--- src/logic/kms_dummy_unused.sv ---
// Intentionally empty companion file
`timescale 1ns/10ps
`default_nettype none
`default_nettype wire

--- src/logic/kms_pkg.sv ---
// Package of constants for the keypad matrix scanner
package kms_pkg;
	// ************************************************************
	// Register byte offsets (Avalon word aligned)
	// ************************************************************
	localparam logic [5:0] OFS_MCLK = 6'h00; // Master clock control
	localparam logic [5:0] OFS_STAT = 6'h04; // Keypad status
	localparam logic [5:0] OFS_SIZE = 6'h08; // Keypad size setting
	localparam logic [5:0] OFS_TIME = 6'h0C; // Scan timing
	localparam logic [5:0] OFS_ORDL = 6'h10; // Column order low
	localparam logic [5:0] OFS_ORDH = 6'h14; // Column order high
	localparam logic [5:0] OFS_COL = 6'h18; // Column result
	localparam logic [5:0] OFS_ROW = 6'h1C; // Row result

	// ************************************************************
	// Field positions
	// ************************************************************
	localparam int KCE_BIT = 6; // Keypad clock enable
	localparam int SEN_BIT = 0; // Auto scan enable
	localparam int BSY_BIT = 1; // Scanner busy, read only
	localparam int MLT_BIT = 2; // Last scan saw several keys
	localparam int SZC_LSB = 0; // Active columns minus one
	localparam int SZR_LSB = 4; // Active rows minus one
	localparam int DBT_LSB = 0; // Debounce field, 8 bits
	localparam int RCI_LSB = 8; // Row check field, 2 bits
	localparam int ORD_W = 3; // Width of one order slot
	localparam int ORDL_W = 6; // Slots 0 and 1
	localparam int ORDH_W = 9; // Slots 2, 3 and 4

	// ************************************************************
	// Widths, reset values, timing
	// ************************************************************
	localparam int NCOL = 5; // Column drive lines
	localparam logic [5:0] ORDL_RST = 6'h08; // Slots 0,1
	localparam logic [8:0] ORDH_RST = 9'h0E2; // Slots 2,3,4
	localparam logic [4:0] COL_RST = 5'h1F; // Nothing driven low
	localparam logic [9:0] TIME_RST = 10'h000;
	localparam int CLK_HZ = 20_000_000; // Mclk rate
	localparam int TICK_HZ = 1_000; // Keypad tick rate
	localparam int TICK_DIV = CLK_HZ / TICK_HZ;
	localparam int TICK_MS = 1; // Tick period in ms
	localparam int DB_STEP_MS = 4; // Debounce step
	localparam int DB_STEP = DB_STEP_MS / TICK_MS; // In ticks
	localparam int RC_STEP_MS = 1; // Row check step
	localparam int RC_STEP = RC_STEP_MS / TICK_MS; // In ticks

	// Scanner states
	typedef enum logic [2:0] {
		KMS_IDLE,
		KMS_DEB_PRESS,
		KMS_SCAN,
		KMS_WAIT_REL,
		KMS_DEB_REL
	} kms_state_t;
endpackage

--- src/logic/kms_scanner.sv ---
// Keypad matrix scanner with Avalon-MM register slave
`timescale 1ns/10ps
`default_nettype none

// Behaviour
// - Time everything from a 1 kHz tick
// - Tick runs only with keypad clock enable
// - Size register limits active columns, rows
// - Auto scanning only when scan enable set
// - Waiting: all columns low, watch rows
// - Debounce first low, recheck before scanning
// - Debounce 4 to 1024 ms, 4 ms steps
// - Low gone after debounce: back waiting
// - One column low at a time, all rows
// - Row check interval 1 to 4 ms
// - Exactly one key valid, more report nothing
// - Column order programmable, row order fixed
// - Valid key stores column, row; interrupt
// - Results change only on a valid key or a bypass column write
// - Scanning never waits for firmware
// - Wait release, debounce, restart on press
// - Release confirmed: all low, wait again
// - Scan disabled: columns show column register
// - Mid-scan disable keeps column register value
// - Bypass: firmware writes columns, reads rows
module kms_scanner
	import kms_pkg::*;
#(
	parameter int NROWS = 6,
	parameter int DIV = TICK_DIV
) (
	input wire logic mclk,
	input wire logic rst,
	input wire logic [5:0] avs_address,
	input wire logic avs_read,
	input wire logic avs_write,
	input wire logic [31:0] avs_writedata,
	input wire logic [3:0] avs_byteenable,
	output logic [31:0] avs_readdata,
	output logic avs_waitrequest,
	output logic [NCOL-1:0] col_drive_n,
	input wire logic [NROWS-1:0] row_sense_n,
	output logic key_irq
);
	// ************************************************************
	// Elaboration checks
	// ************************************************************
	if (NROWS < 1 || NROWS > 8 || DIV < 2) begin : g_chk_param
		$error("NROWS must lie in 1..8 and DIV be at least 2");
	end
	localparam int DW = $clog2(DIV);
	// ************************************************************
	// Registers
	// ************************************************************
	logic kce_r; // Keypad clock enable
	logic sen_r; // Auto scan enable
	logic mlt_r; // Last scan had several keys
	logic [2:0] szc_r; // Active columns minus one
	logic [2:0] szr_r; // Active rows minus one
	logic [9:0] time_r; // Debounce and row check fields
	logic [ORDL_W-1:0] ordl_r; // Column order low
	logic [ORDH_W-1:0] ordh_r; // Column order high
	logic [NCOL-1:0] col_r; // Column result
	logic [NROWS-1:0] row_r; // Row result
	logic [31:0] rdata_nxt; // Read mux
	logic wr_go; // Write takes effect this edge
	logic wstb_col; // Firmware write to column register

	// ************************************************************
	// Scanner state
	// ************************************************************
	kms_state_t st_r;
	logic [DW-1:0] div_r; // Tick divider
	logic tick_r; // One cycle keypad tick
	logic [9:0] ivl_r; // Interval counter in ticks
	logic [2:0] slot_r; // Column order slot
	logic [2:0] rowi_r; // Row being checked
	logic [1:0] hits_r; // Keys found, saturates at two
	logic [NCOL-1:0] cpat_r; // Candidate column pattern
	logic [NROWS-1:0] rpat_r; // Candidate row pattern

	// ************************************************************
	// Derived values
	// ************************************************************
	logic [2:0] ncol_m1; // Clamped active columns minus one
	logic [2:0] nrow_m1; // Clamped active rows minus one
	logic [NROWS-1:0] rmask; // Active row mask
	logic any_low; // Some active row is low
	logic [10:0] db_ticks; // Debounce ticks, 1024 needs 11 bits
	logic [10:0] rc_ticks; // Row check length in ticks
	logic [14:0] ord_all; // All five order slots
	logic [2:0] ord_sel; // Column of current slot
	logic [NCOL-1:0] scan_pat; // Drive pattern while scanning
	logic hit_now; // Checked row reads low

	always_comb begin
		// Out of range sizes fall back to the full matrix
		ncol_m1 = (szc_r > 3'(NCOL - 1)) ? 3'(NCOL - 1) : szc_r;
		nrow_m1 = (szr_r > 3'(NROWS - 1)) ? 3'(NROWS - 1) : szr_r;
		rmask = '0;
		for (int i = 0; i < NROWS; i++) begin
			rmask[i] = (3'(i) <= nrow_m1);
		end
		any_low = |(~row_sense_n & rmask);
		// Field value n gives (n+1) steps
		db_ticks = 11'((time_r[DBT_LSB +: 8] + 10'd1) * DB_STEP);
		rc_ticks = 11'((time_r[RCI_LSB +: 2] + 10'd1) * RC_STEP);
		ord_all = {ordh_r, ordl_r};
		ord_sel = ord_all[ORD_W * slot_r +: ORD_W];
		// A slot naming no real column drives nothing low
		scan_pat = '1;
		for (int c = 0; c < NCOL; c++) begin
			if (ord_sel == 3'(c)) begin
				scan_pat[c] = 1'b0;
			end
		end
		hit_now = ~row_sense_n[rowi_r];
	end

	// ************************************************************
	// Avalon-MM slave: one wait state on every access
	// ************************************************************
	assign wr_go = avs_write && !avs_waitrequest;
	assign wstb_col = wr_go && avs_address == OFS_COL && avs_byteenable[0];

	// Read mux; unmapped offsets read as zero
	always_comb begin
		rdata_nxt = 32'h0000_0000;
		case (avs_address)
			OFS_MCLK: rdata_nxt[KCE_BIT] = kce_r;
			OFS_STAT: begin
				rdata_nxt[SEN_BIT] = sen_r;
				rdata_nxt[BSY_BIT] = (st_r != KMS_IDLE);
				rdata_nxt[MLT_BIT] = mlt_r;
			end
			OFS_SIZE: begin
				rdata_nxt[SZC_LSB +: 3] = szc_r;
				rdata_nxt[SZR_LSB +: 3] = szr_r;
			end
			OFS_TIME: rdata_nxt[9:0] = time_r;
			OFS_ORDL: rdata_nxt[ORDL_W-1:0] = ordl_r;
			OFS_ORDH: rdata_nxt[ORDH_W-1:0] = ordh_r;
			OFS_COL: rdata_nxt[NCOL-1:0] = col_r;
			// Bypass shows live rows, auto mode the stored result
			OFS_ROW: rdata_nxt[NROWS-1:0] = sen_r ? row_r : row_sense_n;
			default: rdata_nxt = 32'h0000_0000;
		endcase
	end

	// Waitrequest drops for one cycle per request
	always_ff @(posedge mclk or posedge rst) begin
		if (rst) begin
			avs_waitrequest <= 1'b1;
		end else if (!avs_waitrequest) begin
			avs_waitrequest <= 1'b1;
		end else if (avs_read || avs_write) begin
			avs_waitrequest <= 1'b0;
		end
	end

	// Read data is latched with the waitrequest drop
	always_ff @(posedge mclk or posedge rst) begin
		if (rst) begin
			avs_readdata <= 32'h0000_0000;
		end else if (avs_read && avs_waitrequest) begin
			avs_readdata <= rdata_nxt;
		end
	end

	// Control registers, honouring byte lanes 0 and 1
	always_ff @(posedge mclk or posedge rst) begin
		if (rst) begin
			kce_r <= 1'b0;
			sen_r <= 1'b0;
			szc_r <= 3'(NCOL - 1);
			szr_r <= 3'(NROWS - 1);
			time_r <= TIME_RST;
			ordl_r <= ORDL_RST;
			ordh_r <= ORDH_RST;
		end else if (wr_go) begin
			case (avs_address)
				OFS_MCLK: if (avs_byteenable[0]) begin
					kce_r <= avs_writedata[KCE_BIT];
				end
				OFS_STAT: if (avs_byteenable[0]) begin
					sen_r <= avs_writedata[SEN_BIT];
				end
				OFS_SIZE: if (avs_byteenable[0]) begin
					szc_r <= avs_writedata[SZC_LSB +: 3];
					szr_r <= avs_writedata[SZR_LSB +: 3];
				end
				OFS_TIME: begin
					if (avs_byteenable[0]) begin
						time_r[7:0] <= avs_writedata[7:0];
					end
					if (avs_byteenable[1]) begin
						time_r[9:8] <= avs_writedata[9:8];
					end
				end
				// Order is read live; firmware rewrites it to change
				OFS_ORDL: if (avs_byteenable[0]) begin
					ordl_r <= avs_writedata[ORDL_W-1:0];
				end
				OFS_ORDH: begin
					if (avs_byteenable[0]) begin
						ordh_r[7:0] <= avs_writedata[7:0];
					end
					if (avs_byteenable[1]) begin
						ordh_r[8] <= avs_writedata[8];
					end
				end
				default: ;
			endcase
		end
	end

	// ************************************************************
	// Keypad tick divider
	// ************************************************************
	// Stands still while the keypad clock is off, saving toggles
	always_ff @(posedge mclk or posedge rst) begin
		if (rst) begin
			div_r <= '0;
			tick_r <= 1'b0;
		end else if (!kce_r) begin
			div_r <= '0;
			tick_r <= 1'b0;
		end else if (div_r == DW'(DIV - 1)) begin
			div_r <= '0;
			tick_r <= 1'b1;
		end else begin
			div_r <= div_r + 1'b1;
			tick_r <= 1'b0;
		end
	end

	// ************************************************************
	// Scan sequencer
	// ************************************************************
	// Moves on ticks, or to idle on disable; never waits for firmware
	always_ff @(posedge mclk or posedge rst) begin
		if (rst) begin
			st_r <= KMS_IDLE;
			ivl_r <= '0;
			slot_r <= '0;
			rowi_r <= '0;
			hits_r <= '0;
			cpat_r <= COL_RST;
			rpat_r <= '1;
		end else if (!sen_r) begin
			st_r <= KMS_IDLE;
			ivl_r <= '0;
		end else if (tick_r) begin
			case (st_r)
				KMS_IDLE: begin
					ivl_r <= '0;
					if (any_low) begin
						st_r <= KMS_DEB_PRESS;
					end
				end
				KMS_DEB_PRESS: begin
					if (ivl_r + 10'd1 >= db_ticks) begin
						ivl_r <= '0;
						slot_r <= '0;
						rowi_r <= '0;
						hits_r <= '0;
						// Recheck the low before scanning
						st_r <= any_low ? KMS_SCAN : KMS_IDLE;
					end else begin
						ivl_r <= ivl_r + 10'd1;
					end
				end
				KMS_SCAN: begin
					if (ivl_r + 10'd1 >= rc_ticks) begin
						ivl_r <= '0;
						if (hit_now && hits_r != 2'd2) begin
							hits_r <= hits_r + 2'd1;
						end
						if (hit_now && hits_r == 2'd0) begin
							cpat_r <= scan_pat;
							rpat_r <= ~(NROWS'(1) << rowi_r);
						end
						if (rowi_r == nrow_m1) begin
							rowi_r <= '0;
							if (slot_r == ncol_m1) begin
								st_r <= KMS_WAIT_REL;
							end else begin
								slot_r <= slot_r + 3'd1;
							end
						end else begin
							rowi_r <= rowi_r + 3'd1;
						end
					end else begin
						ivl_r <= ivl_r + 10'd1;
					end
				end
				KMS_WAIT_REL: begin
					ivl_r <= '0;
					if (!any_low) begin
						st_r <= KMS_DEB_REL;
					end
				end
				KMS_DEB_REL: begin
					if (any_low) begin
						ivl_r <= '0;
					end else if (ivl_r + 10'd1 >= db_ticks) begin
						ivl_r <= '0;
						st_r <= KMS_IDLE;
					end else begin
						ivl_r <= ivl_r + 10'd1;
					end
				end
				default: st_r <= KMS_IDLE;
			endcase
		end
	end

	// Scan ends on this tick; result counts this last check too
	logic scan_end;
	logic [1:0] hits_fin;
	assign scan_end = sen_r && tick_r && st_r == KMS_SCAN &&
		ivl_r + 10'd1 >= rc_ticks && rowi_r == nrow_m1 &&
		slot_r == ncol_m1;
	assign hits_fin = (hit_now && hits_r != 2'd2) ? hits_r + 2'd1 : hits_r;
	// ************************************************************
	// Result registers and key event
	// ************************************************************
	// In auto mode only a single key may touch the results
	always_ff @(posedge mclk or posedge rst) begin
		if (rst) begin
			col_r <= COL_RST;
			row_r <= '1;
			mlt_r <= 1'b0;
			key_irq <= 1'b0;
		end else begin
			key_irq <= 1'b0;
			if (scan_end) begin
				mlt_r <= (hits_fin == 2'd2);
				if (hits_fin == 2'd1) begin
					key_irq <= 1'b1;
					col_r <= (hits_r == 2'd0) ? scan_pat : cpat_r;
					row_r <= (hits_r == 2'd0) ?
						~(NROWS'(1) << rowi_r) : rpat_r;
				end
			end else if (wstb_col && !sen_r) begin
				col_r <= avs_writedata[NCOL-1:0];
			end
		end
	end
	// ************************************************************
	// Column drive
	// ************************************************************
	// Registered so the pins never glitch on a state change
	always_ff @(posedge mclk or posedge rst) begin
		if (rst) begin
			col_drive_n <= COL_RST;
		end else if (!sen_r) begin
			col_drive_n <= col_r;
		end else if (st_r == KMS_SCAN) begin
			col_drive_n <= scan_pat;
		end else begin
			col_drive_n <= '0;
		end
	end
endmodule

`default_nettype wire

--- config.mk ---
export PLATFORM = sky130hd
export DESIGN_NAME = kms_scanner
export DESIGN_NICKNAME = d
export VERILOG_FILES = /design/src/logic/kms_dummy_unused.sv /design/src/logic/kms_pkg.sv /design/src/logic/kms_scanner.sv
export SDC_FILE = /design/constraint.sdc
export NUM_CORES = 1
export LEC_CHECK = 0
export BUFFER_PORTS_ARGS = -buffer_cell sky130_fd_sc_hd__buf_2
export CAP_MARGIN = 25
export CORE_MARGIN = 8
export CORE_UTILIZATION = 59
export CTS_CLUSTER_SIZE = 24
export DETAILED_ROUTE_END_ITERATION = 8
export GPL_TIMING_DRIVEN = 1
export PLACE_DENSITY = 0.8
export SYNTH_ARGS = -nofsm -noshare
export SYNTH_HDL_FRONTEND = slang
export SYNTH_SLANG_ARGS = --single-unit
--- constraint.sdc ---
create_clock -name mclk -period 4.7 [get_ports mclk]
set_input_delay 0.94 -clock mclk [delete_from_list [all_inputs] [get_ports mclk]]
set_output_delay 0.94 -clock mclk [all_outputs]
set_load 0.005 [all_outputs]
==> impl_metrics.py, run 1 <==
metrics = {
    "synthesis": {
        "yosysTopAreaCellShare_pct": 27.3,
        "synth_flop_cell": "dfrtp_1",
        "yosysWarnings": 0,
        "syn_area_per_cell_um2": 9.85,
        "synthCells": 689,
        "synth_cell_types": 69,
        "ys_seq_area_share_pct": 41.2,
        "synth-seq-cells": 110,
        "synth.largest_area_cell": "dfrtp_1",
        "yosys-top-cells-area": "dfrtp_1, dfstp_2, mux2_2",
        "synth_edf_count": 0,
        "synthesis.area_um2": 6780,
        "async_flop_share_pct": 100,
    },
    "routing": {
        "via_count": 5361,
        "final_antenna_net_count": 0,
        "avgViaCountPerCell": 6.18,
        "drc": 0,
        "wl_um": 17200,
        "first_iter_violations": 458,
        "drtPass1Iterations": 5,
        "wl_per_cell_um": 19.8,
    },
    "cells_and_area": {
        "drive_gt1_share_pct": 23.9,
        "layout_commonest_cell": "dfrtp_1",
        "antennaDiodeCount": 0,
        "final_area_um2": 7310,
        "mostFrequentLayoutCells": "dfrtp_1, nor2_1, nand2_1, mux2_2, buf_2",
        "areaGrowthSynthToFinish_pct": 7.80,
        "nNetsFinal": 794,
    },
    "sta": {
        "slew_headroom_pct": 41.3,
        "slew_viol_final": 0,
        "min_period_over_period_pct": 71.5,
        "skew_ps": 9.60,
        "fmax_mhz": 298,
        "grt_setup_unrepaired": "no",
        "tns_ps": 0,
        "worstMarginPinSlew_ps": 880,
        "setup_viol": 0,
        "hold_ws_ps": 454,
        "min_period_ps": 3360,
        "hold_viol_final": 0,
    },
    "grt": {
        "track_usage_pct": 23.0,
        "grt_max_degree": 79,
        "grt-ovfl-total": 0,
        "grt_pass1_vias": 5257,
        "antenna_found_initial": 0,
        "grt_pass1_wl_um": 27400,
    },
    "setup_path": {
        "worstSetupStartpoint": "ivl_r[0]",
        "worstRegToRegCells": 10,
        "critPathLaunchType": "flip-flop",
        "critPathMaxFanout": 7,
        "rr_startpoint": "ivl_r[0]",
        "r2r_end": "rowi_r[2]",
        "crit_arrival_ps": 3610,
        "cp-end-kind": "flip-flop",
        "path_class": "reg -> reg",
        "cp.required_ps": 4950,
        "crit_end": "rowi_r[2]",
        "ff2ff_setup_slack_ps": 1340,
    },
    "cts": {
        "post_cts_resized": 0,
        "clk_latency_ps": 360,
        "post_cts_buffers": 0,
        "cts_hold_buf": 0,
        "cts_buffers": 9,
        "htreeDepth": 3,
        "cts_tree": "built",
        "cts_sinks": 110,
        "cts.clk_slew.worst_paths_ps": 80,
        "cts_buffer_depth": 2,
        "ctsRootBufferMaster": "clkbuf_16",
    },
    "min_path": {
        "hp-class": "in -> async",
    },
    "pwr": {
        "power.leakage_uw": 0.00325,
        "p_comb_share_pct": 9.2,
        "seq_power_share_pct": 51.4,
        "power_density_nw_per_um2": 266,
        "clkPwrFrac_pct": 39.4,
        "p_sw_share_pct": 26.1,
        "power_switching_uw": 507,
        "ir_worst_vdd_v": 0.000287,
        "intPower_uw": 1440,
    },
    "floorplanning": {
        "die-area_um2": 15200,
        "io-pin-count": 91,
        "die_w_um": 123,
        "start_util_pct": 59.9,
        "die_y_um": 123,
        "rows": 39,
        "core_area_um2": 11300,
    },
    "placement": {
        "io_buffers": 44,
        "globalplace.congestion": 0.918,
        "dpl-instance-area_um2": 6990,
        "hpwl_um": 12700,
    },
    "run_status": {
        "outcome": "finished, final reports clean",
    },
    "job": {
        "drv_cap": 0,
    },
}
==> sequential cells by signal (all words and copies together), names as in the netlist, 6 cells and up <==
name,cells
avs_readdata,10
div_r,15
ivl_r,10
ordh_r,9
ordl_r,6
row_r,6
rpat_r,6
time_r,10
==> cell usage after synthesis (14+ instances only) <==
cell and n:
xor2_1 17, mux2i_1 23, a21oi_1 14, mux2_2 50
o21ai_0 26, ha_1 22, dfstp_2 36, xnor2_1 15
nand2_1 58, inv_1 33, buf_4 25, nor3_1 14
dfrtp_1 74, nand3_1 28, nor2_1 65
==> worst max-delay path, cell delays in order (launching register included) <==
cell	delay (ps)
dfrtp_1	460
ha_1	380
nand3_2	230
nor4_4	330
xor2_1	210
ha_1	270
a211oi_1	240
o211ai_1	140
o221ai_1	390
nand2_1	260
mux2_2	330
==> layer usage <==
metal | vias to the layer above | routed length [µm] | global-route usage [%]
met5 | - | 0 | 0
met4 | 0 | 363 | 7.52
met3 | 31 | 1060 | 4.89
met2 | 177 | 8480 | 38.1
met1 | 2661 | 7260 | 29.5
li1 | 2492 | - | -
==> through the flow <==
stage | util, % | worst slack (ps) | instances | power (µW)
final | 64.6 | 1340 | 868 | 1950
after global routing | 64.6 | 1140 | 868 | 2020
after CTS | 64.4 | 1340 | 867 | 1960
after detailed placement | 61.8 | 1350 | 851 | 1190
after global placement | 61.8 | 1360 | 851 | 1180
after floorplan | - | 917 | 710 | 1140
==> cells by family after synthesis <==
logic type,count (synthesis),synth area share (%)
XOR/XNOR,32,4.13
buffers and inverters,82,6.18
multiplexers,79,13.1
flip-flops,110,41.2
adder cells (fa/ha/maj),22,4.06
other,1,0.0553
AND/OR/NAND/NOR,238,17.8
AO/OA/AOI/OAI,125,13.4
==> worst min-delay path by stage <==
stage / startpoint / endpoint / cells after the start
3_5_place_dp: avs_readdata[2] / avs_readdata[2] / 1
4_1_cts: cpat_r[2] / cpat_r[2] / 2
3_3_place_gp: avs_readdata[5] / avs_readdata[5] / 2
5_1_grt: rst / ivl_r[7] / 2
2_1_floorplan: cpat_r[0] / cpat_r[0] / 2
6_report: rst / ivl_r[7] / 2
==> power by group through the flow <==
stage | Combinational (µW) | Clock, µW | Sequential, µW
6_report | 180 | 766 | 1000
5_1_grt | 198 | 815 | 1000
4_1_cts | 176 | 782 | 999
3_5_place_dp | 174 | 0 | 1020
3_3_place_gp | 168 | 0 | 1010
2_1_floorplan | 133 | 0 | 1000
==> final cells by class <==
| type | count | area, µm² |
|---|---|---|
| clock buffers | 12 | 256 |
| clock inverters | 4 | 37.5 |
| fillers | 918 | 4010 |
| inverters | 33 | 126 |
| multi-input cells | 518 | 3650 |
| flip-flops and latches | 110 | 2800 |
| well taps | 143 | 179 |
| repair buffers | 48 | 270 |
(Power assumes the default switching activity.)
==> run 2: changes to the inputs <==
Clock period 4.7 ns to 3.5 ns, I/O delays scaled along.
==> run 2 against run 1 <==
  * Sequential share of layout area down 0.44 points
  * Sequential power up 34%
  * Setup slack got worse by 1000 ps
  * Die area unchanged
==> impl_metrics.py, run 2 (same netlist as run 1, synthesis figures left out) <==
metrics = {
    "cells_and_area": {
        "final_area_um2": 7400,
        "antennaDiodeCount": 0,
        "drive_gt1_share_pct": 25.1,
        "nNetsFinal": 802,
        "stdcell_count": 876,
        "largest_reg_flops": 15,
        "layout_commonest_cell": "dfrtp_1",
        "areaGrowthSynthToFinish_pct": 9.06,
        "n_fill_cell": 886,
        "mostFrequentLayoutCells": "dfrtp_1, nor2_1, nand2_1, mux2_2, buf_2",
        "largest-register": "div_r",
    },
    "setup_path": {
        "worstRegToRegCells": 10,
        "r2r_end": "rowi_r[0]",
        "path_class": "reg -> reg",
        "crit_path_top_delay_cell": "dfrtp_1",
        "cp.required_ps": 3750,
        "crit_family": "simple AND/OR/NAND/NOR gates",
        "rr_startpoint": "ivl_r[0]",
        "critPathLaunchType": "flip-flop",
        "crit_arrival_ps": 3440,
        "path_cells": "ha_2, nand3_2, nor4_4, xor2_1, ha_1, a211oi_1, o211ai_1, o221ai_1, nand2_1, mux2_2",
        "critPathMaxFanout": 7,
        "path_buf_inv": 0,
        "ff2ff_setup_slack_ps": 310,
        "cp-end-kind": "flip-flop",
        "max_stage_delay_ps": 450,
    },
    "cts": {
        "cts_sinks": 110,
        "clk_latency_ps": 370,
        "htreeDepth": 3,
        "cts_buffer_depth": 2,
        "cts.clk_slew.worst_paths_ps": 80,
        "cts_hold_buf": 0,
        "cts_tree": "built",
        "cts_buffers": 9,
        "post_cts_buffers": 0,
        "ctsRootBufferMaster": "clkbuf_16",
    },
    "sta": {
        "tns_ps": 0,
        "slew_headroom_pct": 49.1,
        "skew_ps": 19.2,
        "min_period_over_period_pct": 91.2,
        "grt_setup_unrepaired": "no",
        "slew_viol_final": 0,
        "fmax_mhz": 313,
        "min_period_ps": 3190,
        "worstMarginPinSlew_ps": 764,
        "hold_viol_final": 0,
        "final.setup.worst_slack_ps": 306,
        "setup_viol": 0,
    },
    "grt": {
        "antenna_found_initial": 0,
        "grt_max_degree": 42,
        "grt_pass1_wl_um": 28000,
        "grt-ovfl-total": 0,
        "grt_pass1_vias": 5315,
        "track_usage_pct": 23.7,
    },
    "placement": {
        "hpwl_um": 12900,
        "io_buffers": 44,
        "globalplace.congestion": 0.928,
        "post-place-ws_ps": 168,
        "dpl-instance-area_um2": 7070,
        "dp.cells": 860,
    },
    "job": {
        "drv_cap": 0,
    },
    "floorplanning": {
        "rows": 39,
        "io-pin-count": 91,
        "die_y_um": 123,
        "die-area_um2": 15200,
        "die_w_um": 123,
        "core_area_um2": 11300,
        "start_util_pct": 59.9,
    },
    "min_path": {
        "hp-class": "in -> async",
    },
    "pwr": {
        "power.leakage_uw": 0.00328,
        "power_density_nw_per_um2": 363,
        "power_uw": 2690,
        "ir_worst_vdd_v": 0.000405,
    },
    "routing": {
        "drc": 0,
        "final_antenna_net_count": 0,
        "first_iter_violations": 431,
        "wl_per_cell_um": 19.7,
        "avgViaCountPerCell": 6.12,
        "wl_um": 17300,
        "via_count": 5360,
        "drtPass1Iterations": 5,
    },
    "run_status": {
        "outcome": "finished, final reports clean",
    },
}
==> run 2: area by class of cell <==
cell class / count / area [µm²] / share of cell area [%]
Clock inverter: 7 / 91.3 / 1.23
Sequential cell: 110 / 2800 / 37.8
Multi-Input combinational cell: 518 / 3650 / 49.4
Inverter: 33 / 128 / 1.73
Clock buffer: 9 / 225 / 3.04
Timing Repair Buffer: 56 / 323 / 4.36
Tap cell: 143 / 179 / 2.42
==> run 2: worst max path at each step <==
stage,start,to,slack [ps],cells past startpoint
after detailed placement,ivl_r[0],st_r[2],170,10
after CTS,ivl_r[0],st_r[2],90,10
after global placement,ivl_r[0],ivl_r[3],290,11
after global routing,ivl_r[0],ivl_r[3],40,11
final,ivl_r[0],rowi_r[0],310,10
after floorplan,ivl_r[0],rowi_r[0],750,11
==> run 2: report_power, final <==
part | switching [µW] | internal, µW | leakage, µW | total, µW
Combinational | 156 | 93.0 | 0.00175 | 249
Clock | 528 | 572 | 0.000144 | 1100
Sequential | 31.6 | 1310 | 0.00139 | 1340
==> run 2: through the flow <==
step / hold slack, ps / util, %
final: 401 / 65.4
after global routing: 464 / 65.4
after CTS: 420 / 65.3
after detailed placement: 465 / 62.5
after global placement: 458 / 62.5
after floorplan: 448 / -
==> run 2: per-layer routing <==
| layer | wire (µm) | vias up | GRT usage (%) |
|---|---|---|---|
| met5 | 0 | - | 0 |
| met4 | 268 | 0 | 7.00 |
| met1 | 7260 | 2662 | 30.3 |
| li1 | - | 2499 | - |
| met2 | 8680 | 171 | 40.3 |
| met3 | 1050 | 28 | 4.25 |
==> run 2: repair_timing <==
item                                    in CTS  in global routing
endpoints found under the setup margin       0                 11
hold endpoints to repair                     0                  0
gates resized for setup                      0                  2
==> run 3: changes to the inputs <==
Settings changed: CORE_UTILIZATION 59 to 55, PLACE_DENSITY 0.8 to 0.76.
==> run 3 against run 2 <==
  * Wire length shrank 0.55%
  * Maximum frequency shrank 0.48%
  * Combinational power shrank 2%
  * Non-clock buffer count shrank 2
  * Die area grew 6.3%
  * Cell area shrank 0.69%
  * Sequential power is essentially flat
  * Utilization shrank 4.2 points
  * Register-to-register slack lost 20 ps
  * Cell count grew 0.23%
  * Sequential cell count is the same
  * Count of clock-buffer cells in the layout grew 2
==> impl_metrics.py, run 3 (same netlist as run 1, synthesis figures left out) <==
metrics = {
    "run_status": {
        "outcome": "finished, final reports clean",
    },
    "cts": {
        "post_cts_resized": 0,
        "post_cts_buffers": 0,
        "cts_buffers": 9,
        "clk_latency_ps": 360,
        "htreeDepth": 3,
        "ctsRootBufferMaster": "clkbuf_16",
        "cts_buffer_depth": 2,
        "cts_hold_buf": 0,
        "cts_sinks": 110,
        "cts.clk_slew.worst_paths_ps": 80,
        "cts_tree": "built",
    },
    "sta": {
        "slew_headroom_pct": 42.2,
        "slew_viol_final": 0,
        "min_period_ps": 3210,
        "hold_viol_final": 0,
        "fmax_mhz": 312,
        "min_period_over_period_pct": 91.7,
        "tns_ps": 0,
        "grt_setup_unrepaired": "no",
        "worstMarginPinSlew_ps": 865,
        "skew_ps": 12.7,
        "setup_viol": 0,
    },
    "cells_and_area": {
        "mostFrequentLayoutCells": "dfrtp_1, nor2_1, nand2_1, mux2_2, buf_2",
        "nNetsFinal": 800,
        "drive_gt1_share_pct": 24.5,
        "final_area_um2": 7350,
        "areaGrowthSynthToFinish_pct": 8.30,
        "stdcell_count": 878,
        "n_fill_cell": 1019,
        "antennaDiodeCount": 0,
        "largest_reg_flops": 15,
        "layout_commonest_cell": "dfrtp_1",
        "largest-register": "div_r",
        "finish.utilization_pct": 61.2,
    },
    "routing": {
        "final_antenna_net_count": 0,
        "avgViaCountPerCell": 6.00,
        "drtPass1Iterations": 5,
        "wl_per_cell_um": 19.5,
        "first_iter_violations": 415,
        "drc": 0,
        "via_count": 5265,
        "wl_um": 17200,
    },
    "setup_path": {
        "path_class": "reg -> reg",
        "cp.required_ps": 3720,
        "worstRegToRegCells": 12,
        "critPathMaxFanout": 13,
        "max_stage_delay_ps": 450,
        "critPathLaunchType": "flip-flop",
        "crit_arrival_ps": 3430,
        "crit_path_top_delay_cell": "dfrtp_1",
        "path_cells": "ha_1, nand3_2, nor4_4, xor2_1, ha_1, nand2_1, a211o_1, o211ai_1, o22ai_1, buf_4, a21oi_1, o22ai_1",
        "cp-end-kind": "flip-flop",
    },
    "floorplanning": {
        "start_util_pct": 56.5,
        "die_y_um": 127,
        "io-pin-count": 91,
        "rows": 40,
        "core_area_um2": 12000,
        "die_w_um": 127,
        "die-area_um2": 16100,
    },
    "pwr": {
        "intPower_uw": 1910,
        "ir_worst_vdd_v": 0.000360,
        "seq_power_share_pct": 51.5,
        "p_sw_share_pct": 26.5,
        "clkPwrFrac_pct": 39.1,
        "power.leakage_uw": 0.00327,
        "p_comb_share_pct": 9.4,
        "power_switching_uw": 688,
        "power_density_nw_per_um2": 354,
    },
    "placement": {
        "io_buffers": 44,
        "dp.cells": 862,
        "dpl-instance-area_um2": 7060,
        "hpwl_um": 12800,
        "globalplace.congestion": 0.904,
    },
    "grt": {
        "track_usage_pct": 21.6,
        "grt.met1_usage_pct": 28.2,
        "top_usage_layer": "met2",
        "grt_pass1_vias": 5242,
        "globalRouteMet2Util_pct": 35.5,
        "grt-ovfl-total": 0,
        "antenna_found_initial": 0,
        "met3_usage_pct": 5.45,
        "grt_max_degree": 74,
        "grt_pass1_wl_um": 27600,
    },
    "min_path": {
        "hp-class": "reg -> reg",
        "hold_depth": 2,
    },
    "job": {
        "drv_cap": 0,
    },
}
## run 3: path summary, 6_finish.rpt
check / start / endpoint / slack [ps]
max: ivl_r[0] / ivl_r[9] / 290
min: cpat_r[0] / cpat_r[0] / 470
max reg2reg: ivl_r[0] / ivl_r[9] / 290
min reg2reg: cpat_r[0] / cpat_r[0] / 470
max in group asynchronous: rst / rpat_r[5] / 2140
min in group asynchronous: rst / ivl_r[6] / 490
## run 3: per-stage QoR
step / hold slack (ps) / total power, µW / worst slack (ps)
2_1_floorplan: 448 / 1530 / 749
5_1_grt: 495 / 2690 / 94.4
4_1_cts: 476 / 2610 / 325
3_3_place_gp: 456 / 1590 / 365
6_report: 473 / 2600 / 291
3_5_place_dp: 465 / 1600 / 346
## run 3: layout make-up
| type | instances | area (µm²) | area share, % |
|---|---|---|---|
| Multi-Input combinational cell | 518 | 3650 | 49.6 |
| Timing Repair Buffer | 54 | 308 | 4.19 |
| Inverter | 33 | 128 | 1.74 |
| Tap cell | 147 | 184 | 2.50 |
| Sequential cell | 110 | 2800 | 38.1 |
| Clock buffer | 11 | 243 | 3.30 |
| Clock inverter | 5 | 41.3 | 0.562 |
## run 3: critical path, delay by kind of cell, from the launching register on
kind / cells / cell delay [ps]
compound gates: 5 / 1000
flops: 1 / 450
buf+inv: 1 / 190
xor+xnor: 1 / 120
simple gates: 3 / 620
fa+ha+maj: 2 / 690
## run 3: routing by layer
metal / routed length [µm] / vias up
li1: - / 2481
met1: 7480 / 2594
met2: 8310 / 179
met3: 1170 / 11
met4: 191 / 0
met5: 0 / -
## run 3: power by group through the flow
stage          clock network (µW)  logic, µW  registers, µW
3_3_place_gp                    0        235           1360
2_1_floorplan                   0        179           1350
4_1_cts                      1030        243           1340
3_5_place_dp                    0        242           1360
5_1_grt                      1070        270           1340
6_report                     1020        245           1340
